### src/rtl/btg_pkg.sv
// package of constants, types and helpers for the buzzer tone generator
package btg_pkg;
  localparam logic [15:0] CTRL_ADDR = 16'hff44;
  localparam logic [15:0] FREQ_ADDR = 16'hff45;
  localparam logic [15:0] STAT_ADDR = 16'hff46;
  localparam logic [15:0] MASK_ADDR = 16'hff47;
  localparam int TONE_EN_BIT = 0;
  localparam int ENV_EN_BIT = 1;
  localparam int ENV_RESTART_BIT = 2;
  localparam int ENV_DECAY_BIT = 3;
  localparam int OS_LEN_BIT = 4;
  localparam int OS_TRIG_BIT = 5;
  localparam int OS_STOP_BIT = 6;
  localparam int FREQ_LSB = 0;
  localparam int DUTY_LSB = 4;
  localparam int EV_OS_END_BIT = 0;
  localparam int EV_ENV_END_BIT = 1;
  localparam logic [7:0] CTRL_RESET = 8'h00;
  localparam logic [7:0] FREQ_RESET = 8'h00;
  localparam logic [1:0] STAT_RESET = 2'h0;
  localparam logic [1:0] MASK_RESET = 2'h0;
  localparam logic [7:0] UNMAPPED_READ = 8'h00;
  // timing: tick runs at twice the low-speed oscillator rate
  localparam int CORE_HZ = 20000000;
  localparam int OSC_HZ = 32768;
  localparam int TICK_HZ = 2 * OSC_HZ;
  localparam longint US_PER_S = 1000000;
  localparam longint OS_LONG_US = 125000;
  localparam longint OS_SHORT_US = 31250;
  localparam longint DECAY_LONG_US = 1000000;
  localparam longint DECAY_SHORT_US = 500000;
  localparam int ENV_STEPS = 8;
  localparam logic [2:0] ENV_MAX = 3'h7;
  localparam int OS_LONG_TICKS = int'(OS_LONG_US * TICK_HZ / US_PER_S);
  localparam int OS_SHORT_TICKS = int'(OS_SHORT_US * TICK_HZ / US_PER_S);
  localparam int DECAY_LONG_STEP = int'(DECAY_LONG_US * TICK_HZ / US_PER_S) / ENV_STEPS;
  localparam int DECAY_SHORT_STEP = int'(DECAY_SHORT_US * TICK_HZ / US_PER_S) / ENV_STEPS;
  localparam logic [4:0] HIGH_BASE_LOW = 5'h08;
  localparam logic [4:0] HIGH_BASE_HIGH = 5'h0c;

  typedef enum logic {OS_READY = 1'b0, OS_BUSY = 1'b1} btg_os_state_type;

  // period in half-oscillator units: 16, 20, 24, 28
  function automatic logic [4:0] btg_period(input logic [2:0] freq);
    btg_period = 5'h10 + {1'b0, freq[1:0], 2'b00};
  endfunction : btg_period

  // high time: 8 or 12 units less one per duty step
  function automatic logic [4:0] btg_high(input logic [2:0] freq, input logic [2:0] duty);
    btg_high = (freq[1] ? HIGH_BASE_HIGH : HIGH_BASE_LOW) - {2'b00, duty};
  endfunction : btg_high
endpackage : btg_pkg

### src/rtl/btg_tone_gen.sv
// square wave generator with selectable period and high time
`timescale 1ns/1ps
module btg_tone_gen import btg_pkg::*; (
  input wire logic clk_in,
  input wire logic reset_n_in,
  input wire logic tick_in,
  input wire logic run_in,
  input wire logic [2:0] freq_code_in,
  input wire logic [2:0] duty_code_in,
  output logic wave_out
);
  logic phase;
  logic armed;
  logic [4:0] count;
  wire logic unit_tick = tick_in & (~freq_code_in[2] | phase);
  wire logic [4:0] period = btg_period(freq_code_in);
  wire logic [4:0] high = btg_high(freq_code_in, duty_code_in);
  // a period change mid-run wraps at once instead of running to 31
  wire logic last = (count >= period - 5'h01);
  wire logic [4:0] next_count = last ? 5'h00 : count + 5'h01;

  always_ff @(posedge clk_in or negedge reset_n_in) begin
    if (!reset_n_in) begin
      phase <= 1'b0;
      armed <= 1'b0;
      count <= 5'h00;
      wave_out <= 1'b0;
    end else if (!run_in) begin
      phase <= 1'b0;
      armed <= 1'b0;
      count <= 5'h00;
      wave_out <= 1'b0;
    end else begin
      phase <= phase ^ tick_in;
      // start on a unit boundary so the first period is full length
      if (!armed) begin
        if (unit_tick) armed <= 1'b1;
        wave_out <= 1'b0;
      end else begin
        if (unit_tick) count <= next_count;
        wave_out <= (count < high);
      end
    end
  end
endmodule : btg_tone_gen

### src/rtl/btg_top.sv
// buzzer tone generator: registers, one-shot, envelope and pin drive
//
// Behaviour
// - frequency code divides oscillator by 8..28
// - duty code sets high time, one less per step
// - codes zero give 4096 Hz; code 100 2048 Hz
// - tone enable starts and stops tone, resets clear
// - trigger write starts one-shot; read shows busy
// - length select: 125 ms or 31.25 ms
// - forced stop write ends running one-shot
// - decay select: 1 s or 0.5 s
// - restart write restarts envelope, reads zero
// - envelope enable, forced off during one-shot
`timescale 1ns/1ps
module btg_top import btg_pkg::*; #(
  parameter int OS_LONG = OS_LONG_TICKS,
  parameter int OS_SHORT = OS_SHORT_TICKS,
  parameter int STEP_LONG = DECAY_LONG_STEP,
  parameter int STEP_SHORT = DECAY_SHORT_STEP
) (
  input wire logic CORE_CLK_IN,
  input wire logic RESET_N_IN,
  input wire logic [15:0] ADDR_IN,
  input wire logic [7:0] WDATA_IN,
  input wire logic WR_IN,
  input wire logic RD_IN,
  input wire logic SHARED_OUTPUT_PORT_IN,
  output logic [7:0] RDATA_OUT,
  output logic SHARED_OUTPUT_PIN_OUT,
  output logic IRQ_OUT
);
  // oscillator tick by phase accumulation, exact on average
  logic [24:0] osc_acc;
  wire logic [24:0] acc_sum = osc_acc + 25'(TICK_HZ);
  wire logic tick = (acc_sum >= 25'(CORE_HZ));
  wire logic [24:0] next_osc_acc = tick ? acc_sum - 25'(CORE_HZ) : acc_sum;

  // software-visible and internal state
  logic tone_en;
  logic env_en;
  logic env_decay;
  logic os_len;
  logic [2:0] freq_code;
  logic [2:0] duty_code;
  logic [1:0] stat;
  logic [1:0] mask;
  btg_os_state_type os_state;
  logic [13:0] os_cnt;
  logic os_long_run;
  logic [2:0] env_level;
  logic [13:0] env_cnt;
  logic sounding_q;

  // bus decode
  wire logic sel_ctrl = (ADDR_IN == CTRL_ADDR);
  wire logic sel_freq = (ADDR_IN == FREQ_ADDR);
  wire logic sel_stat = (ADDR_IN == STAT_ADDR);
  wire logic sel_mask = (ADDR_IN == MASK_ADDR);
  wire logic wr_ctrl = WR_IN & sel_ctrl;
  wire logic wr_freq = WR_IN & sel_freq;
  wire logic wr_mask = WR_IN & sel_mask;
  wire logic rd_stat = RD_IN & sel_stat;

  // one-shot control; a stop beside a trigger wins
  wire logic os_busy = (os_state == OS_BUSY);
  wire logic os_stop = wr_ctrl & WDATA_IN[OS_STOP_BIT];
  wire logic os_start = wr_ctrl & WDATA_IN[OS_TRIG_BIT] & ~os_busy & ~os_stop;
  wire logic [13:0] os_limit = os_long_run ? 14'(OS_LONG) : 14'(OS_SHORT);
  wire logic os_expire = os_busy & tick & (os_cnt == os_limit - 14'h0001);
  wire logic os_end = os_busy & (os_expire | os_stop);

  // envelope, held off while a one-shot sounds
  wire logic sounding = tone_en | os_busy;
  wire logic env_active = env_en & ~os_busy & sounding;
  wire logic env_restart = wr_ctrl & WDATA_IN[ENV_RESTART_BIT];
  wire logic tone_start = sounding & ~sounding_q;
  wire logic [13:0] env_step = env_decay ? 14'(STEP_LONG) : 14'(STEP_SHORT);
  // a decay change mid-step cannot strand the step counter
  wire logic env_adv = env_active & tick & (env_cnt >= env_step - 14'h0001);
  wire logic env_reach = env_adv & (env_level == ENV_MAX - 3'h1);
  wire logic [3:0] duty_sum = {1'b0, duty_code} + {1'b0, env_active ? env_level : 3'h0};
  wire logic [2:0] duty_eff = duty_sum[3] ? ENV_MAX : duty_sum[2:0];

  // events into sticky status; set wins over read clear
  wire logic [1:0] events = {env_reach, os_end};
  wire logic [1:0] next_stat = (rd_stat ? 2'h0 : stat) | events;

  // read data
  wire logic [7:0] ctrl_view = {1'b0, 1'b0, os_busy, os_len, env_decay, 1'b0, env_en, tone_en};
  wire logic [7:0] freq_view = {1'b0, duty_code, 1'b0, freq_code};
  wire logic [7:0] next_rdata =
    sel_ctrl ? ctrl_view :
    sel_freq ? freq_view :
    sel_stat ? {6'h00, stat} :
    sel_mask ? {6'h00, mask} : UNMAPPED_READ;

  wire logic wave;

  btg_tone_gen u_tone (
    .clk_in(CORE_CLK_IN),
    .reset_n_in(RESET_N_IN),
    .tick_in(tick),
    .run_in(sounding),
    .freq_code_in(freq_code),
    .duty_code_in(duty_eff),
    .wave_out(wave)
  );

  always_ff @(posedge CORE_CLK_IN or negedge RESET_N_IN) begin
    if (!RESET_N_IN) osc_acc <= 25'h0;
    else osc_acc <= next_osc_acc;
  end

  // control register fields
  always_ff @(posedge CORE_CLK_IN or negedge RESET_N_IN) begin
    if (!RESET_N_IN) begin
      tone_en <= CTRL_RESET[TONE_EN_BIT];
      env_en <= CTRL_RESET[ENV_EN_BIT];
      env_decay <= CTRL_RESET[ENV_DECAY_BIT];
      os_len <= CTRL_RESET[OS_LEN_BIT];
    end else begin
      if (wr_ctrl) begin
        tone_en <= WDATA_IN[TONE_EN_BIT];
        env_decay <= WDATA_IN[ENV_DECAY_BIT];
        os_len <= WDATA_IN[OS_LEN_BIT];
      end
      // forced low once a one-shot begins and while it runs
      if (os_busy | os_start) env_en <= 1'b0;
      else if (wr_ctrl) env_en <= WDATA_IN[ENV_EN_BIT];
    end
  end

  always_ff @(posedge CORE_CLK_IN or negedge RESET_N_IN) begin
    if (!RESET_N_IN) begin
      freq_code <= FREQ_RESET[FREQ_LSB +: 3];
      duty_code <= FREQ_RESET[DUTY_LSB +: 3];
    end else if (wr_freq) begin
      freq_code <= WDATA_IN[FREQ_LSB +: 3];
      duty_code <= WDATA_IN[DUTY_LSB +: 3];
    end
  end

  // one-shot state machine
  always_ff @(posedge CORE_CLK_IN or negedge RESET_N_IN) begin
    if (!RESET_N_IN) begin
      os_state <= OS_READY;
      os_cnt <= 14'h0;
      os_long_run <= CTRL_RESET[OS_LEN_BIT];
    end else begin
      unique case (os_state)
        OS_READY: begin
          os_cnt <= 14'h0;
          if (os_start) begin
            os_state <= OS_BUSY;
            // length fixed per run, a later write cannot strand the counter
            os_long_run <= WDATA_IN[OS_LEN_BIT];
          end
        end
        OS_BUSY: begin
          if (os_end) begin
            os_state <= OS_READY;
            os_cnt <= 14'h0;
          end else if (tick) begin
            os_cnt <= os_cnt + 14'h0001;
          end
        end
      endcase
    end
  end

  // envelope stepping; limitation: a level change lands mid-period
  always_ff @(posedge CORE_CLK_IN or negedge RESET_N_IN) begin
    if (!RESET_N_IN) begin
      env_level <= 3'h0;
      env_cnt <= 14'h0;
      sounding_q <= 1'b0;
    end else begin
      sounding_q <= sounding;
      if (env_restart | tone_start) begin
        env_level <= 3'h0;
        env_cnt <= 14'h0;
      end else if (env_active & tick & env_level != ENV_MAX) begin
        if (env_adv) begin
          env_level <= env_level + 3'h1;
          env_cnt <= 14'h0;
        end else begin
          env_cnt <= env_cnt + 14'h0001;
        end
      end
    end
  end

  // status, mask, interrupt
  always_ff @(posedge CORE_CLK_IN or negedge RESET_N_IN) begin
    if (!RESET_N_IN) begin
      stat <= STAT_RESET;
      mask <= MASK_RESET;
    end else begin
      stat <= next_stat;
      if (wr_mask) mask <= WDATA_IN[1:0];
    end
  end

  assign IRQ_OUT = |(stat & mask);

  // read data and pin are registered
  always_ff @(posedge CORE_CLK_IN or negedge RESET_N_IN) begin
    if (!RESET_N_IN) begin
      RDATA_OUT <= 8'h00;
      SHARED_OUTPUT_PIN_OUT <= 1'b0;
    end else begin
      RDATA_OUT <= RD_IN ? next_rdata : 8'h00;
      // port bit low keeps the pin a plain low output
      SHARED_OUTPUT_PIN_OUT <= SHARED_OUTPUT_PORT_IN & wave;
    end
  end
endmodule : btg_top

### config.mk
export PLATFORM = sky130hd
export DESIGN_NAME = btg_top
export DESIGN_NICKNAME = d
export VERILOG_FILES = /design/src/rtl/btg_pkg.sv /design/src/rtl/btg_tone_gen.sv /design/src/rtl/btg_top.sv
export SDC_FILE = /design/constraint.sdc
export NUM_CORES = 1
export LEC_CHECK = 0
export BUFFER_PORTS_ARGS = -buffer_cell sky130_fd_sc_hd__buf_2
export CAP_MARGIN = 20
export CORE_MARGIN = 8
export CORE_UTILIZATION = 50
export DETAILED_ROUTE_END_ITERATION = 8
export PLACE_DENSITY_LB_ADDON = 0.15
export SYNTH_ARGS = -nofsm -noshare
export SYNTH_HDL_FRONTEND = slang
export SYNTH_SLANG_ARGS = --single-unit
### constraint.sdc
create_clock -name CORE_CLK_IN -period 3.4 [get_ports CORE_CLK_IN]
set_clock_uncertainty 0.1 [all_clocks]
set_input_delay 0.34 -clock CORE_CLK_IN [delete_from_list [all_inputs] [get_ports CORE_CLK_IN]]
set_output_delay 0.34 -clock CORE_CLK_IN [all_outputs]
set_load 0.02 [all_outputs]
==> impl_metrics.toml <==
[min_path]
hold_path_end = "env_decay$_DFFE_PN0P_"
worstHoldStart = "WDATA_IN[3]"
whs_path_depth = 3
min_path_type = "in2reg"

[timing]
layout_setup_ws_ns = 0.221
final_max_slew_viol_count = 0
post-route-min-period_ns = 3.18
max-slew-margin-rel_pct = 30.8
fin_crit_sh_pct = 93.5
setup_violations = 0
setup_tns_ns = 0
worstMarginPinSlew_ns = 1.02
rsz0062_at_grt = "no"
hold_violations = 0
max_freq_mhz = 315

[synth]
yosysMostFrequentCell = "dfrtp_1"
synthTopCellsByArea = "dfrtp_1 (42%), ha_1 (6.0%), nand2_1 (3.7%), a21oi_1 (3.3%), xnor2_1 (2.9%)"
yosysTopAreaCell = "dfrtp_1"
syn_nets = 552
ys_seq_elements = 81
avgSynthCellArea_um2 = 9.66
synth-edff-count = 0
synth_cell_types = 72
yosysWarnings = 0
synthCells = 499
synthesis.area_mm2 = 0.00482
synthArstFlopShare_pct = 100
ys_seq_area_share_pct = 42.1
synth_common_cells = "dfrtp_1 (81), nand2_1 (47), a21oi_1 (32), nand3_1 (26), nor2_1 (25)"
synth_ff_type = "dfrtp_1"
synth_top_area_share_pct = 42.1

[outcome]
outcome = "finished, final reports clean"

[clock_tree]
htree_levels = 3
post_cts_buffers = 0
clockBufferDepth = 2
numCtsBuffers = 9
root_buffer = "clkbuf_8"
clk_pin_slew_ns = 0.08
cts_tree = "built"
clock_latency_ns = 0.36
cts.sinks = 81

[route]
wl_per_cell_um = 16.4
wl_met3_um = 401
ant_nets = 0
route.met2.wl_mm = 5.10
drc = 0
top_layer_used = "met4"
routed_wl_mm = 11.0
vias = 3900
drtIter0Drc = 296
first_pass_iters = 4
via_per_inst = 5.80
wl_met1_mm = 5.38

[place]
dpl.hpwl_mm = 7.83
io_buffers = 36
dp_cells = 655
globalplace.congestion = 0.849
pre_cts_slack_ns = 0.220

[critical_path]
rr_worst_depth = 12
end_kind = "flop"
r2r-start = "os_busy$_DFF_PN0_"
start_kind = "flop"
r2r-end = "u_tone.wave_out$_DFF_PN0_"
crit_type = "reg2reg"
crit_arrival_ns = 3.37
rrSetupSlack_ns = 0.22
crit_fanout = 4
cp_data_required_time_ns = 3.59

[floorplan]
fp-row-count = 36
io_pins = 39
core_area_mm2 = 0.00955
dieWidth_um = 114
initial_core_util_pct = 50.5
die_h_um = 114
dieArea_mm2 = 0.0130

[global_routing]
grt_pass1_wl_mm = 18.7
grt_pass1_vias = 3775
antenna_found_initial = 0
grt_usage_pct = 17.7
grt_start_max_net_pins = 37
gr-total-overflow = 0

[cells_and_area]
drive_gt1_share_pct = 16.5
fill_cells = 880
instances_no_fill = 672
nets = 587
area_growth_pct = 11.2
num_antenna_cells = 0

[pwr]
power.density_mw_per_mm2 = 326
fin_total_pwr_mw = 1.75
ir_drop_mv = 0.247
p_leak_nw = 2.36

[flow_run]
cap_violations = 0
[routing by layer]
layer,vias up,track usage (%)
met5,-,0
li1,1911,-
met3,13,3.32
met1,1914,24.1
met2,62,27.4
met4,0,6.30
[logic make-up after synthesis]
logic type,share of synthesized area [%]
AO/OA/AOI/OAI,18.7
XOR/XNOR,4.18
adder cells (fa/ha/maj),6.39
buffers and inverters,3.97
flip-flops,42.1
multiplexers,3.43
other,0.0778
AND/OR/NAND/NOR,21.2
[how the worst max path moves through the flow]
stage / to / cells after the start / start / slack, ns
2_1_floorplan: u_tone.wave_out$_DFF_PN0_ / 13 / os_busy$_DFF_PN0_ / 0.30
3_3_place_gp: u_tone.wave_out$_DFF_PN0_ / 12 / os_busy$_DFF_PN0_ / 0.25
3_5_place_dp: u_tone.wave_out$_DFF_PN0_ / 12 / os_busy$_DFF_PN0_ / 0.22
4_1_cts: u_tone.wave_out$_DFF_PN0_ / 12 / os_busy$_DFF_PN0_ / 0.18
5_1_grt: u_tone.wave_out$_DFF_PN0_ / 13 / os_busy$_DFF_PN0_ / 0.01
6_report: u_tone.wave_out$_DFF_PN0_ / 12 / os_busy$_DFF_PN0_ / 0.22
[sequential cells by signal, summed over array words and instances, names as in the netlist, 2 cells and up]
signal / flops
RDATA_OUT: 7
freq_code: 3
u_tone.count: 5
stat: 2
env_cnt: 14
os_cnt: 14
env_level: 3
mask: 2
osc_acc: 17
duty_code: 3
[layout by cell type, fill, tap and decap left out, types with 10 or more instances in the layout]
master,netlist,routed
clkbuf_8,0,10
nand2_1,47,47
nand3_1,26,26
o21ai_0,18,18
inv_1,19,19
xnor2_1,16,16
dfrtp_1,81,81
and3_1,13,13
nor2_1,25,25
ha_1,23,22
o31ai_1,12,12
or3_1,11,11
a21oi_1,32,32
buf_2,11,35
nor3_1,10,10
[report_power, final]
group	switching [mW]	internal (mW)	total (mW)
combinational	0.0376	0.0204	0.0580
sequential	0.00261	0.964	0.967
clock	0.366	0.357	0.724
[critical path, stage by stage, from the launching register on]
cell and delay (ns):
dfrtp_1 0.39, and3b_2 0.29, and2_1 0.16, ha_1 0.17, inv_1 0.05, fa_1 0.37
a21oi_1 0.17, nor2_1 0.06, ha_1 0.30, a31oi_1 0.09, ha_1 0.19, or4b_2 0.64
a21oi_1 0.13
[per-stage QoR]
| stage | hold WS (ns) | area (um^2) | utilization (%) |
|---|---|---|---|
| 6_report | 0.0827 | 5360 | 56.1 |
| 5_1_grt | 0.0831 | 5360 | 56.1 |
| 4_1_cts | 0.0708 | 5350 | 56.0 |
| 3_5_place_dp | 0.246 | 5140 | 53.8 |
| 3_3_place_gp | 0.235 | 5140 | 53.8 |
| 2_1_floorplan | -0.0556 | 4820 | - |
[final cells by class]
type / count / area [um^2] / area share (%)
flip-flops and latches: 81 / 2030 / 37.8
clock inverters: 5 / 55.1 / 1.03
multi-input cells: 377 / 2610 / 48.8
well taps: 133 / 166 / 3.11
clock buffers: 11 / 141 / 2.64
inverters: 19 / 71.3 / 1.33
repair buffers: 46 / 285 / 5.32
[what timing repair did]
| item | CTS | global route |
|---|---|---|
| endpoints found under the setup margin | 0 | 5 |
| resized for setup | 0 | 3 |
| hold buffers | 1 | 0 |
| hold endpoints to repair | 34 | 0 |
Note: power is estimated with default switching activity, not from simulation.
